<file path="config.mk">
export PLATFORM = sky130hd
export DESIGN_NAME = configurable_crc_engine
export DESIGN_NICKNAME = d
export VERILOG_FILES = /design/src/crc_engine_pkg.sv /design/src/word_fifo.sv /design/src/configurable_crc_engine.sv
export SDC_FILE = /design/constraint.sdc
export NUM_CORES = 1
export LEC_CHECK = 0
export BUFFER_PORTS_ARGS = -buffer_cell sky130_fd_sc_hd__buf_2
export CORE_MARGIN = 8
export CORE_UTILIZATION = 34
export DETAILED_ROUTE_END_ITERATION = 8
export SYNTH_ARGS = -nofsm -noshare
export SYNTH_HDL_FRONTEND = slang
export SYNTH_SLANG_ARGS = --single-unit
</file>
<file path="constraint.sdc">
create_clock -name sys_clk_i -period 7.01 [get_ports sys_clk_i]
set_input_delay 0.3505 -clock sys_clk_i [delete_from_list [all_inputs] [get_ports sys_clk_i]]
set_output_delay 0.3505 -clock sys_clk_i [all_outputs]
set_load 0.005 [all_outputs]
</file>
<file path="src/crc_engine_pkg.sv">
`default_nettype none
package crc_engine_pkg;
    localparam int          DATA_W        = 16;
    localparam int          LEN_W         = 4;
    localparam int          FIFO_DEPTH    = 16;
    localparam logic [15:0] ACC_RST       = 16'h0000;
    localparam logic [15:0] POLY_RST      = 16'h0000;
    localparam logic [3:0]  LEN_RST       = 4'h0;
    localparam logic [4:0]  POLY_LENGTH_FIELD_OFFSET   = 5'h02;
    localparam logic [4:0]  WORD_LENGTH_FIELD_OFFSET   = 5'h01;
    localparam logic [15:0] POLY_BIT0_MSK = 16'hFFFE;
    localparam logic [7:0]  BYTE_RST      = 8'h00;
    typedef enum logic [1:0] {ST_IDLE, ST_DATA, ST_AUG} engine_state_t;
endpackage : crc_engine_pkg
`default_nettype wire

</file>
<file path="src/word_fifo.sv">
`timescale 1ns/1ps
`default_nettype none
module word_fifo #(
    parameter int WIDTH = 16,
    parameter int DEPTH = 16
) (
    input  wire logic             sys_clk_i,
    input  wire logic             reset_n_i,
    input  wire logic             in_valid_i,
    output logic                  in_ready_o,
    input  wire logic [WIDTH-1:0] in_data_i,
    output logic                  out_valid_o,
    input  wire logic             out_ready_i,
    output logic      [WIDTH-1:0] out_data_o
);
    localparam int AW = $clog2(DEPTH);
    logic [WIDTH-1:0] mem_q [DEPTH];
    logic [AW-1:0]    wr_q;
    logic [AW-1:0]    rd_q;
    logic [AW:0]      cnt_q;
    logic             push;
    logic             pop;

    assign in_ready_o  = (cnt_q != (AW+1)'(DEPTH));
    assign out_valid_o = (cnt_q != '0);
    assign push        = in_valid_i && in_ready_o;
    assign pop         = out_valid_o && out_ready_i;
    assign out_data_o  = mem_q[rd_q];

    always_ff @(posedge sys_clk_i) begin
        if (push) begin
            mem_q[wr_q] <= in_data_i;
        end
    end

    always_ff @(posedge sys_clk_i) begin
        if (!reset_n_i) begin
            wr_q  <= '0;
            rd_q  <= '0;
            cnt_q <= '0;
        end else begin
            if (push) begin
                wr_q <= (wr_q == AW'(DEPTH-1)) ? '0 : wr_q + 1'b1;
            end
            if (pop) begin
                rd_q <= (rd_q == AW'(DEPTH-1)) ? '0 : rd_q + 1'b1;
            end
            cnt_q <= cnt_q + (AW+1)'(push) - (AW+1)'(pop);
        end
    end

    AST_FIFO_NO_OVERFLOW: assert property (@(posedge sys_clk_i) disable iff (!reset_n_i) // RULE9
        cnt_q <= (AW+1)'(DEPTH)) else $error("fifo count beyond depth");
endmodule : word_fifo
`default_nettype wire

</file>
<file path="src/configurable_crc_engine.sv">
// What this block does
// RULE1 - polynomial degree taken from 4-bit field holding degree minus one
// RULE2 - coefficients in bits 15:1; top term and bit 0 forced one; bit 0 reads zero
// RULE3 - only data bits up to programmed length are used; higher bits ignored
// RULE4 - word length field is length minus one; that many plus one bits shifted
// RULE5 - order select clear shifts msb first, set shifts lsb first
// RULE6 - xor shift register division; words pass an intermediate shifter
// RULE7 - accumulator written before start acts as seed
// RULE8 - low byte write latches word; high byte written first for wide words
// RULE9 - pending flag tells software when another word may be written
// RULE10 - augment set appends polynomial-length zero bits after data
// RULE11 - augment clear stops after last data bit
// RULE12 - done flag set on every busy fall, regardless of enable; enable gates request
// RULE13 - done flag cleared only by software write
// RULE14 - go bit starts the shifting process
// RULE15 - scanner loads words whenever the engine accepts them while its go is set
// RULE16 - final check value held in accumulator once busy clears
// RULE17 - ready to scanner shown while go bit set; code also drops it while fifo full or on a low byte write
// RULE18 - busy while words or zeros remain; pending while the word fifo is full
`timescale 1ns/1ps
`default_nettype none
module configurable_crc_engine #(
    parameter int WORD_W = crc_engine_pkg::DATA_W,
    parameter int DEPTH  = crc_engine_pkg::FIFO_DEPTH
) (
    input  wire logic              sys_clk_i,
    input  wire logic              reset_n_i,
    input  wire logic              calc_go_i,
    input  wire logic              zero_augment_enable_i,
    input  wire logic              bit_order_select_i,
    input  wire logic [3:0]        poly_length_field_i,
    input  wire logic [3:0]        word_length_field_i,
    input  wire logic              poly_write_i,
    input  wire logic [15:0]       poly_wdata_i,
    output logic      [15:0]       polynomial_coefficients_o,
    input  wire logic              acc_write_i,
    input  wire logic [15:0]       acc_wdata_i,
    output logic      [15:0]       check_accumulator_o,
    input  wire logic              high_byte_write_i,
    input  wire logic              low_byte_write_i,
    input  wire logic [7:0]        byte_wdata_i,
    output logic                   data_pending_o,
    input  wire logic              scanner_go_i,
    input  wire logic              scanner_valid_i,
    input  wire logic [WORD_W-1:0] scanner_word_i,
    output logic                   scanner_ready_o,
    output logic                   busy_o,
    output logic                   calc_done_flag_o,
    input  wire logic              calc_done_flag_clear_i,
    input  wire logic              calc_done_irq_enable_i,
    output logic                   calc_done_irq_o
);
    logic [15:0]       poly_q;
    logic [15:0]       acc_q;
    logic [15:0]       acc_d;
    logic [7:0]        high_byte_q;
    logic [WORD_W-1:0] intermediate_shifter_q;
    logic [4:0]        bits_left_q;
    logic              busy_q;
    logic              busy_prev_q;
    logic              done_q;
    crc_engine_pkg::engine_state_t state_q;
    logic              fifo_in_valid;
    logic              fifo_in_ready;
    logic [WORD_W-1:0] fifo_in_data;
    logic              fifo_out_valid;
    logic              fifo_out_ready;
    logic [WORD_W-1:0] fifo_out_data;
    logic [WORD_W-1:0] masked_word;
    logic [4:0]        poly_len;
    logic [4:0]        word_len;
    logic [15:0]       top_mask;
    logic [15:0]       keep_mask;
    logic              in_bit;
    logic              fb;
    logic              shifting;
    logic              fifo_empty_idle;

    assign poly_len = {1'b0, poly_length_field_i} + crc_engine_pkg::POLY_LENGTH_FIELD_OFFSET; // RULE1
    assign word_len = {1'b0, word_length_field_i} + crc_engine_pkg::WORD_LENGTH_FIELD_OFFSET; // RULE4
    assign top_mask  = 16'h0001 << poly_length_field_i; // RULE1
    assign keep_mask = top_mask | (top_mask - 16'h0001);

    // software words and scanner words share the fifo; scanner only while its go is set
    assign fifo_in_valid = low_byte_write_i || (scanner_go_i && scanner_valid_i && calc_go_i); // RULE8
    assign fifo_in_data  = low_byte_write_i ? WORD_W'({high_byte_q, byte_wdata_i})
                                            : scanner_word_i;
    assign scanner_ready_o = calc_go_i && fifo_in_ready && !low_byte_write_i; // RULE17
    assign data_pending_o  = !fifo_in_ready; // RULE9

    word_fifo #(
        .WIDTH (WORD_W),
        .DEPTH (DEPTH)
    ) u_fifo (
        .sys_clk_i   (sys_clk_i),
        .reset_n_i   (reset_n_i),
        .in_valid_i  (fifo_in_valid),
        .in_ready_o  (fifo_in_ready),
        .in_data_i   (fifo_in_data),
        .out_valid_o (fifo_out_valid),
        .out_ready_i (fifo_out_ready),
        .out_data_o  (fifo_out_data)
    );

    assign fifo_out_ready = calc_go_i && (state_q == crc_engine_pkg::ST_IDLE);
    assign fifo_empty_idle = !fifo_out_valid && (state_q == crc_engine_pkg::ST_IDLE);

    // mask word to programmed length
    always_comb begin
        masked_word = '0;
        for (int i = 0; i < WORD_W; i++) begin
            if (5'(i) < word_len) begin
                masked_word[i] = fifo_out_data[i]; // RULE3
            end
        end
    end

    // next data bit: lsb when reversed, else the bit at the programmed msb
    always_comb begin
        in_bit = 1'b0;
        if (state_q == crc_engine_pkg::ST_DATA) begin
            if (bit_order_select_i) begin
                in_bit = intermediate_shifter_q[0]; // RULE5
            end else begin
                in_bit = intermediate_shifter_q[word_length_field_i]; // RULE5
            end
        end
    end

    assign shifting = (state_q != crc_engine_pkg::ST_IDLE);

    // augmented-message lfsr: shift in the bit, xor polynomial when top bit falls out
    always_comb begin
        fb    = |(acc_q & top_mask);
        acc_d = ((acc_q << 1) | 16'(in_bit)) & keep_mask;
        if (fb) begin
            acc_d = acc_d ^ ((poly_q | 16'h0001) & keep_mask); // RULE6 RULE2
        end
    end

    always_ff @(posedge sys_clk_i) begin
        if (!reset_n_i) begin
            poly_q <= crc_engine_pkg::POLY_RST;
        end else if (poly_write_i) begin
            poly_q <= poly_wdata_i & crc_engine_pkg::POLY_BIT0_MSK; // RULE2
        end
    end
    assign polynomial_coefficients_o = poly_q;

    always_ff @(posedge sys_clk_i) begin
        if (!reset_n_i) begin
            acc_q <= crc_engine_pkg::ACC_RST;
        end else if (shifting) begin
            acc_q <= acc_d; // RULE6
        end else if (acc_write_i) begin
            acc_q <= acc_wdata_i; // RULE7
        end
    end
    assign check_accumulator_o = acc_q; // RULE16

    always_ff @(posedge sys_clk_i) begin
        if (!reset_n_i) begin
            high_byte_q <= crc_engine_pkg::BYTE_RST;
        end else if (high_byte_write_i) begin
            high_byte_q <= byte_wdata_i; // RULE8
        end
    end

    always_ff @(posedge sys_clk_i) begin
        if (!reset_n_i) begin
            state_q                <= crc_engine_pkg::ST_IDLE;
            intermediate_shifter_q <= '0;
            bits_left_q            <= '0;
        end else begin
            unique case (state_q)
                crc_engine_pkg::ST_IDLE: begin
                    if (fifo_out_valid && calc_go_i) begin
                        intermediate_shifter_q <= masked_word; // RULE14 RULE6
                        bits_left_q            <= word_len; // RULE4
                        state_q                <= crc_engine_pkg::ST_DATA;
                    end
                end
                crc_engine_pkg::ST_DATA: begin
                    intermediate_shifter_q <= bit_order_select_i ? (intermediate_shifter_q >> 1)
                                                                 : (intermediate_shifter_q << 1);
                    bits_left_q <= bits_left_q - 5'd1;
                    if (bits_left_q == 5'd1) begin
                        if (zero_augment_enable_i && !fifo_out_valid) begin
                            bits_left_q <= poly_len - 5'h01; // RULE10
                            state_q     <= crc_engine_pkg::ST_AUG;
                        end else begin
                            state_q <= crc_engine_pkg::ST_IDLE; // RULE11
                        end
                    end
                end
                crc_engine_pkg::ST_AUG: begin
                    bits_left_q <= bits_left_q - 5'd1;
                    if (bits_left_q == 5'h01) begin // RULE10
                        state_q <= crc_engine_pkg::ST_IDLE;
                    end
                end
            endcase
        end
    end

    // busy while a word waits or bits remain
    always_ff @(posedge sys_clk_i) begin
        if (!reset_n_i) begin
            busy_q      <= 1'b0;
            busy_prev_q <= 1'b0;
        end else begin
            busy_q      <= !fifo_empty_idle || (fifo_in_valid && fifo_in_ready); // RULE18
            busy_prev_q <= busy_q;
        end
    end
    assign busy_o = busy_q;

    always_ff @(posedge sys_clk_i) begin
        if (!reset_n_i) begin
            done_q <= 1'b0;
        end else if (busy_prev_q && !busy_q) begin
            done_q <= 1'b1; // RULE12
        end else if (calc_done_flag_clear_i) begin
            done_q <= 1'b0; // RULE13
        end
    end
    assign calc_done_flag_o = done_q;
    assign calc_done_irq_o  = done_q && calc_done_irq_enable_i; // RULE12

    AST_BIT0_ZERO: assert property ( // RULE2
        @(posedge sys_clk_i) disable iff (!reset_n_i)
        polynomial_coefficients_o[0] == 1'b0)
        else $error("poly bit0 not zero");
    AST_DONE_ON_FALL: assert property ( // RULE12
        @(posedge sys_clk_i) disable iff (!reset_n_i)
        $fell(busy_q) |=> done_q)
        else $error("done not set on busy fall");
    AST_DONE_STICKY: assert property ( // RULE13
        @(posedge sys_clk_i) disable iff (!reset_n_i)
        done_q && !calc_done_flag_clear_i |=> done_q)
        else $error("done cleared by hw");
    AST_IRQ_GATE: assert property ( // RULE12
        @(posedge sys_clk_i) disable iff (!reset_n_i)
        calc_done_irq_o == (done_q && calc_done_irq_enable_i))
        else $error("irq gate");
    AST_READY_GO: assert property ( // RULE17
        @(posedge sys_clk_i) disable iff (!reset_n_i)
        scanner_ready_o |-> calc_go_i)
        else $error("ready without go");
    AST_NO_START_NO_GO: assert property ( // RULE14
        @(posedge sys_clk_i) disable iff (!reset_n_i)
        state_q == crc_engine_pkg::ST_IDLE && !calc_go_i
        |=> state_q == crc_engine_pkg::ST_IDLE)
        else $error("shift without go");
    AST_WORD_BITS: assert property ( // RULE4
        @(posedge sys_clk_i) disable iff (!reset_n_i)
        state_q == crc_engine_pkg::ST_IDLE ##1 state_q == crc_engine_pkg::ST_DATA
        |-> bits_left_q == word_len)
        else $error("bit count wrong");
    AST_BUSY_SHIFT: assert property ( // RULE18
        @(posedge sys_clk_i) disable iff (!reset_n_i)
        $past(shifting) |-> busy_q)
        else $error("not busy while shifting");
    AST_ACC_HOLD: assert property ( // RULE16
        @(posedge sys_clk_i) disable iff (!reset_n_i)
        !shifting && !acc_write_i |=> $stable(acc_q))
        else $error("acc changed idle");

    // feedback applies the forced low term; no feedback passes the data bit
    AST_FB_TAP: assert property ( // RULE2
        @(posedge sys_clk_i) disable iff (!reset_n_i)
        shifting && fb |=> check_accumulator_o[0] != $past(in_bit))
        else $error("low term not applied");
    AST_NO_FB: assert property ( // RULE6
        @(posedge sys_clk_i) disable iff (!reset_n_i)
        shifting && !fb |=> check_accumulator_o[0] == $past(in_bit))
        else $error("data bit not shifted in");
    AST_ACC_WIDTH: assert property ( // RULE1
        @(posedge sys_clk_i) disable iff (!reset_n_i)
        shifting |=> (check_accumulator_o & ~keep_mask) == 16'h0000)
        else $error("remainder wider than degree");

    // word loading and bit order
    AST_HIGH_IGNORED: assert property ( // RULE3
        @(posedge sys_clk_i) disable iff (!reset_n_i)
        state_q == crc_engine_pkg::ST_IDLE && fifo_out_valid && calc_go_i
        |=> (intermediate_shifter_q >> word_len) == '0)
        else $error("bits above length loaded");
    AST_MSB_SHIFT: assert property ( // RULE5
        @(posedge sys_clk_i) disable iff (!reset_n_i)
        state_q == crc_engine_pkg::ST_DATA && !bit_order_select_i
        |=> intermediate_shifter_q == ($past(intermediate_shifter_q) << 1))
        else $error("msb first shift wrong");
    AST_LSB_SHIFT: assert property ( // RULE5
        @(posedge sys_clk_i) disable iff (!reset_n_i)
        state_q == crc_engine_pkg::ST_DATA && bit_order_select_i
        |=> intermediate_shifter_q == ($past(intermediate_shifter_q) >> 1))
        else $error("lsb first shift wrong");

    // bit counting and augmentation
    AST_BIT_COUNT: assert property ( // RULE4
        @(posedge sys_clk_i) disable iff (!reset_n_i)
        state_q == crc_engine_pkg::ST_DATA && bits_left_q != 5'h01
        |=> state_q == crc_engine_pkg::ST_DATA && bits_left_q == $past(bits_left_q) - 5'h01)
        else $error("data bit count wrong");
    AST_TO_AUG: assert property ( // RULE10
        @(posedge sys_clk_i) disable iff (!reset_n_i)
        state_q == crc_engine_pkg::ST_DATA && bits_left_q == 5'h01
        && zero_augment_enable_i && !fifo_out_valid
        |=> state_q == crc_engine_pkg::ST_AUG && bits_left_q == {1'b0, poly_length_field_i} + 5'h01)
        else $error("augment not started");
    AST_NO_AUG: assert property ( // RULE11
        @(posedge sys_clk_i) disable iff (!reset_n_i)
        state_q == crc_engine_pkg::ST_DATA && bits_left_q == 5'h01 && !zero_augment_enable_i
        |=> state_q == crc_engine_pkg::ST_IDLE)
        else $error("no stop after last bit");
    AST_AUG_FULL: assert property ( // RULE10
        @(posedge sys_clk_i) disable iff (!reset_n_i)
        state_q == crc_engine_pkg::ST_AUG && bits_left_q != 5'h01
        |=> state_q == crc_engine_pkg::ST_AUG)
        else $error("augment cut short");
    AST_AUG_ZERO: assert property ( // RULE10
        @(posedge sys_clk_i) disable iff (!reset_n_i)
        state_q == crc_engine_pkg::ST_AUG |-> !in_bit)
        else $error("augment bit not zero");

    AST_SEED_LOAD: assert property ( // RULE7
        @(posedge sys_clk_i) disable iff (!reset_n_i)
        !shifting && acc_write_i |=> check_accumulator_o == $past(acc_wdata_i))
        else $error("seed not loaded");

    // done flag and busy
    AST_DONE_CAUSE: assert property ( // RULE12
        @(posedge sys_clk_i) disable iff (!reset_n_i)
        $rose(calc_done_flag_o) |-> $past(busy_o, 2) && !$past(busy_o))
        else $error("done set without busy fall");
    AST_CLEAR_WORKS: assert property ( // RULE13
        @(posedge sys_clk_i) disable iff (!reset_n_i)
        calc_done_flag_clear_i && !(busy_prev_q && !busy_q) |=> !calc_done_flag_o)
        else $error("done flag not cleared");

    AST_BUSY_WORD: assert property ( // RULE18
        @(posedge sys_clk_i) disable iff (!reset_n_i)
        fifo_out_valid |=> busy_o)
        else $error("not busy with word queued");

    AST_QUIET_IDLE: assert property ( // RULE16
        @(posedge sys_clk_i) disable iff (!reset_n_i)
        !busy_o && !acc_write_i |=> $stable(check_accumulator_o))
        else $error("result moved while idle");
    AST_FALL_EMPTY: assert property ( // RULE16
        @(posedge sys_clk_i) disable iff (!reset_n_i)
        $fell(busy_o) |-> state_q == crc_engine_pkg::ST_IDLE && !fifo_out_valid)
        else $error("busy fell with work left");
endmodule : configurable_crc_engine
`default_nettype wire

</file>
* Word-level counts from Yosys, hierarchy flattened
Memory sizes are Yosys's and may differ from the RTL's. A register that Yosys moved wholly into a read port is not among the register bits.
Cells that the tools add are included.
Widths: inputs -> output; s select.
** Word-level totals
- Register bits after elaboration :: 78
- Latch bits :: 0
- Memory bits (writable) :: 256
- Bits in read-only memories :: 0
- Memories kept :: 1
** Memories
- u_fifo.mem_q :: words 16, width 16, read ports 1, clocked after Yosys merged registers in 1, wr ports 1, line word_fifo.sv:17 : logic [WIDTH-1:0] mem_q [DEPTH];
** Cells by class
- Add/subtract/negate cells :: 9
- Multipliers :: 0
- Divide/modulo/power cells :: 0
- $lt $le $gt $ge :: 17
- Equality and inequality tests :: 9
- Shift-type cells :: 1
- Multiplexer cells :: 44
- Bitwise gates (word level) :: 6
- Reduce and logical (&&, ||, !) cells :: 28
** Operator list (count)
- $mux 16 :: 6
- $and 16x16->16 :: 3
- $lt 4x5->1 const A :: 8
- $pmux 16 s2 :: 1
- $mux 1 :: 23
- $lt 3x5->1 const A :: 4
- $mux 4 :: 4
- $or 16x1->16 :: 1
- $or 16x16->16 :: 1
- $reduce_or 16->1 :: 1
- $shl 1x4->16 const A :: 1
- $sub 16x1->16 const B :: 1
- $xor 16x16->16 :: 1
- $mux 5 :: 3
- $pmux 5 s3 :: 1
- $logic_and 1x1->1 :: 12
- $lt 1x5->1 const A :: 2
- $lt 2x5->1 const A :: 2
- $sub 5x1->5 const B :: 2
- $add 4x1->4 const B :: 2
- $eq 4x4->1 const B :: 2
- $mux 2 :: 4
- $reduce_bool 2->1 :: 4
- $pmux 2 s3 :: 1
- 18 further kinds :: 24

* Logic depth before layout (Yosys ltp)
- Depth after elaboration :: 9
- Gate-level depth with buffers :: 13
- Gate-level depth less buffers :: 12

* Modules after synthesis
A second synthesis with hierarchy kept.
** Second synthesis, totals
- Cell total of the unflattened synthesis :: 1035
- Area, all modules :: 14959.3 um^2
** By module, submodules not included
- word_fifo :: instances 1, cells an instance 502, area each 10617.7 um^2
- configurable_crc_engine :: instances 1, cells an instance 533, area each 4341.7 um^2

* Worst setup path after synthesis
OpenSTA, ideal clock, no wires.
- Path kind :: register to register
- Start point :: reg u_fifo.cnt_q[3]
- End point :: reg u_fifo.cnt_q[4]
- Library setup time :: 0.116 ns
- Arrival time :: 2.764 ns
- Data required time :: 6.894 ns
- Slack :: 4.130 ns
- Cell stages (with the launch flop) :: 14
- Path buffers :: 1
- Period minus slack after synthesis :: 2.880 ns
- Cell sequence :: dfxtp_1 > inv_1 > ha_1 > or4b_1 > and3_1 > clkbuf_1 > ha_1 > inv_1 > ha_1 > fa_1 > a21oi_1 > nor2_1 > nor3_1 > and3b_1
** Between the ends
- Elaborated cells on any way between the ends :: 6
- Classes of those cells :: add/sub: 2; eq/ne: 1; reduce/logical: 3
** RTL lines
- from (decl) :: line word_fifo.sv:20 : logic [AW:0] cnt_q;
- from (signal assigned) :: line word_fifo.sv:48 : cnt_q <= cnt_q + (AW+1)'(push) - (AW+1)'(pop);
- $reduce_bool 5->1 :: line word_fifo.sv:25 : assign out_valid_o = (cnt_q != '0);
- $logic_and 1x1->1 :: line word_fifo.sv:27 : assign pop = out_valid_o && out_ready_i;
- via u_fifo.pop :: line word_fifo.sv:22 : logic pop;
- $sub 5x1->5 :: line word_fifo.sv:48
The timed path passes the listed nets, and every way through them passes these cells.
A chain may end at the register's enable or synchronous reset.

* Worst setup path in the final report
- Start point :: reg u_fifo.cnt_q[2]
- End point :: mem u_fifo.mem_q[3][10], enable pin
** Between the ends
- Cells in the longest elaborated chain, start to end :: 4
** Ends and longest elaborated chain
- $ne 5x5->1 :: line word_fifo.sv:24 : assign in_ready_o = (cnt_q != (AW+1)'(DEPTH));
- $logic_and 1x1->1 :: line word_fifo.sv:26 : assign push = in_valid_i && in_ready_o;
- via u_fifo.push :: line word_fifo.sv:21 : logic push;
- $mux 1 :: line word_fifo.sv:31 : if (push) begin
- $mux 1 (not written as such) :: line word_fifo.sv:32 : mem_q[wr_q] <= in_data_i;
- to (decl) :: line word_fifo.sv:17
The timed path passes the listed nets, and every way through them passes these cells.

==> impl_results.md <==
* Outcome: finished clean
* Sequential Power Share at 0.438
* GP Congestion at 0.804
* Clock power share at 0.334
* Largest net degree at the start of global routing at 68
* Leak at 5.96 nW
* Internal at 3.98 mW
* Non-Filler Instances at 1768
* P&R area growth vs syn at 15.8%
* Slowest CP cell: nor3_2
* Clk_lat worst skew at 0.54 ns
* Top FF cell, synth: edfxtp_1
* Crit path max fanout at 9
* Starting Density at 0.343
* Detail-routed via count per cell at 5.29
* CP Capture Type: register
* Area after DPL at 0.0164 mm²
* Setup TNS at 0 ns
* Worst path cell trace: inv_1 -> ha_1 -> nor4bb_1 -> nor2_1 -> nand2_1 -> nor3_2 -> buf_4
* DR vias at 9351
* Synth Cell Area at 0.0151 mm²
* DRT Wirelength at 37.6 mm
* I/O Buffers at 111
* Number of antenna violations at the first check in global routing at 0
* Top achievable clock speed at 313 MHz
* Seq/Total Area, Yosys at 0.616
* Clock Skew at 0.0150 ns
* Sink Count at 338
* Number of diodes at 0
* Post-detail-place hpwl at 23.8 mm
* Clock tree buffer depth at 3
* Syn_nets at 1140
* Register area at 0.00934 mm²
* Grt total ovfl at 0
* Min Tclk post-route at 3.19 ns
* Fin area at 0.0175 mm²
* DIE AREA at 0.0515 mm²
* Initial DRC Count at 817
* Final Util at 0.397
* Root Driver: clkbuf_16
* Post-synth EDFFs at 256
* Fill cells at 4169
* Worst EP arrival at 3.42 ns
* Post-Synthesis Cells at 1039
* Post-CTS Setup Bufs at 0
* Post-route ant nets at 0
* Worst Hold Class: primary input to register
* Power per cell area at 321 mW/mm²
* Average size of a mapped cell at 14.6 µm²
* Crit path launch type: register
* Die Wd at 227 µm
* Top delay family on crit path: simple AND/OR/NAND/NOR gates
* Max-cap viol count at 0
* Post-synth ARST share at 0
* Area leader, netlist: edfxtp_1
* First-pass GRT wire length at 57.2 mm
* RSZ-0062 raised after global routing: no
* Final hold viol count at 0
* Sw power at 1.64 mW
* Final period utilization at 0.455
* Commonest cells post-synth: edfxtp_1 (256), dfxtp_1 (82), nand2_1 (75), mux4_2 (70), mux2i_1 (49)
* Highest cell delay on the worst timing path at 0.88 ns
* Post-CTS sizing at 0
* Yosys cell types at 64
* Setup CP Type: register to register
* Final Net Count at 1249
* Top cells by area, synth: edfxtp_1 (51%), dfxtp_1 (11%), mux4_2 (10%), mux2i_1 (3.2%), mux2_2 (2.6%)
* H-tree Lvls at 2
* Final Max Slew Viols at 0
* Rows at 77
* Final-report setup violation count at 0
* Gate power share at 0.227
* Floorplan Core Area at 0.0441 mm²
* CTS tree: done
* Dpl cells at 1701
* TritonCTS Buffers at 37
* Die Height at 227 µm
* Io pins at 114
* Post-DR wirelength/cell at 21.3 µm
* Worst Max-Slew Pin Slew at 1.18 ns
* GRT Overall Usage at 0.145
* DRC viols at 0
* Worst path required time at 7.24 ns
* Switch share at 0.292
* Top-count cell post-synth: edfxtp_1
* Vias in the first global route at 9430
* TritonRoute pass-1 iters at 5
* Layout cells sized above 1 at 0.265
* Total power at 5.63 mW
* Clock transition at the registers of the reported paths at 0.06 ns
* Max transition margin at 0.214
* Peak supply drop at 0.000160 V
* Area of the multi-input gates at 0.00542 mm²
* #FFs+latches synth at 338
* Share of the synthesized area in the top cell type at 0.508
* Syn. warnings at 0
* Hold bufs inserted after CTS at 0
* CP Buf/Inv Count at 2
-- final timing paths --
check        cells after the start  slack, ns             from                            to
max reg2reg                      7       3.82  u_fifo.cnt_q[2]           u_fifo.mem_q[3][10]
max                              7       3.82  u_fifo.cnt_q[2]           u_fifo.mem_q[3][10]
min reg2reg                      1       0.49           busy_o                   busy_prev_q
min                              3       0.07  poly_wdata_i[2]  polynomial_coefficients_o[2]
-- through the flow --
| step | hold slack (ns) | worst slack [ns] |
|---|---|---|
| after floorplan | 0.456 | 4.13 |
| after global placement | 0.473 | 3.72 |
| after detailed placement | 0.484 | 3.69 |
| after CTS | 0.0357 | 3.80 |
| after global routing | 0.0544 | 3.65 |
| final | 0.0659 | 3.82 |
-- state kept, by name, summed over array words and instances, names as in the netlist, named ones only --
signal	count
bits_left_q	5
calc_done_flag_o	1
busy_prev_q	1
u_fifo.rd_q	4
u_fifo.wr_q	4
polynomial_coefficients_o	15
state_q	2
u_fifo.cnt_q	5
intermediate_shifter_q	16
busy_o	1
high_byte_q	8
u_fifo.mem_q	256
check_accumulator_o	16
-- worst min-delay path, cell delays in order --
cell	delay, ns
buf_2	0.07
mux2i_1	0.05
nor2b_1	0.09
-- power groups by stage --
stage                     clock network, mW  registers (mW)  logic (mW)
final                                  1.88            2.47        1.28
after global routing                   2.00            2.49        1.41
after CTS                              1.93            2.47        1.29
after detailed placement                  0            2.51        1.28
after global placement                    0            2.51        1.27
after floorplan                           0            2.44       0.980
-- layer usage --
layer,up-vias,track usage,wire length [µm]
li1,4257,-,-
met1,4749,0.191,16400
met2,295,0.240,17900
met3,50,0.0283,2450
met4,0,0.0453,772
met5,-,0,0
-- final cells by class --
| cell class | count | area share |
|---|---|---|
| sequential | 338 | 0.532 |
| tap | 592 | 0.0422 |
| inverter | 36 | 0.00771 |
| clock buffer | 47 | 0.0567 |
| multi-input combinational | 600 | 0.309 |
| clock inverter | 20 | 0.00963 |
| timing repair buffer | 135 | 0.0420 |
-- logic make-up after synthesis --
group,after synthesis,synth area share
compound gates,198,0.0875
xor+xnor,11,0.00636
fa+ha+maj,24,0.0203
buf+inv,101,0.0288
flops,338,0.616
mux,161,0.175
other cells,1,0.000248
simple gates,205,0.0657
-- cell usage in the layout (no fill, tap or decap), types with 11 or more instances in the layout --
| master | synthesis | layout |
|---|---|---|
| nor2_1 | 33 | 21 |
| mux2_2 | 35 | 35 |
| nand2_1 | 75 | 75 |
| o2111ai_1 | 12 | 12 |
| mux2i_1 | 49 | 49 |
| a31oi_1 | 11 | 11 |
| o21ai_0 | 40 | 40 |
| ha_1 | 23 | 23 |
| inv_1 | 36 | 36 |
| buf_2 | 12 | 111 |
| nor2_2 | 0 | 12 |
| and2_1 | 12 | 12 |
| buf_4 | 5 | 24 |
| edfxtp_1 | 256 | 256 |
| nor2b_1 | 30 | 30 |
| clkbuf_16 | 0 | 38 |
| a21boi_0 | 24 | 24 |
| dfxtp_1 | 82 | 79 |
| nand3_1 | 11 | 11 |
| a21oi_1 | 40 | 40 |
| clkinv_1 | 0 | 11 |
| mux4_2 | 70 | 70 |
| nor3_1 | 19 | 15 |
| o211ai_1 | 27 | 27 |
Note: power is estimated with default switching activity, not from simulation.
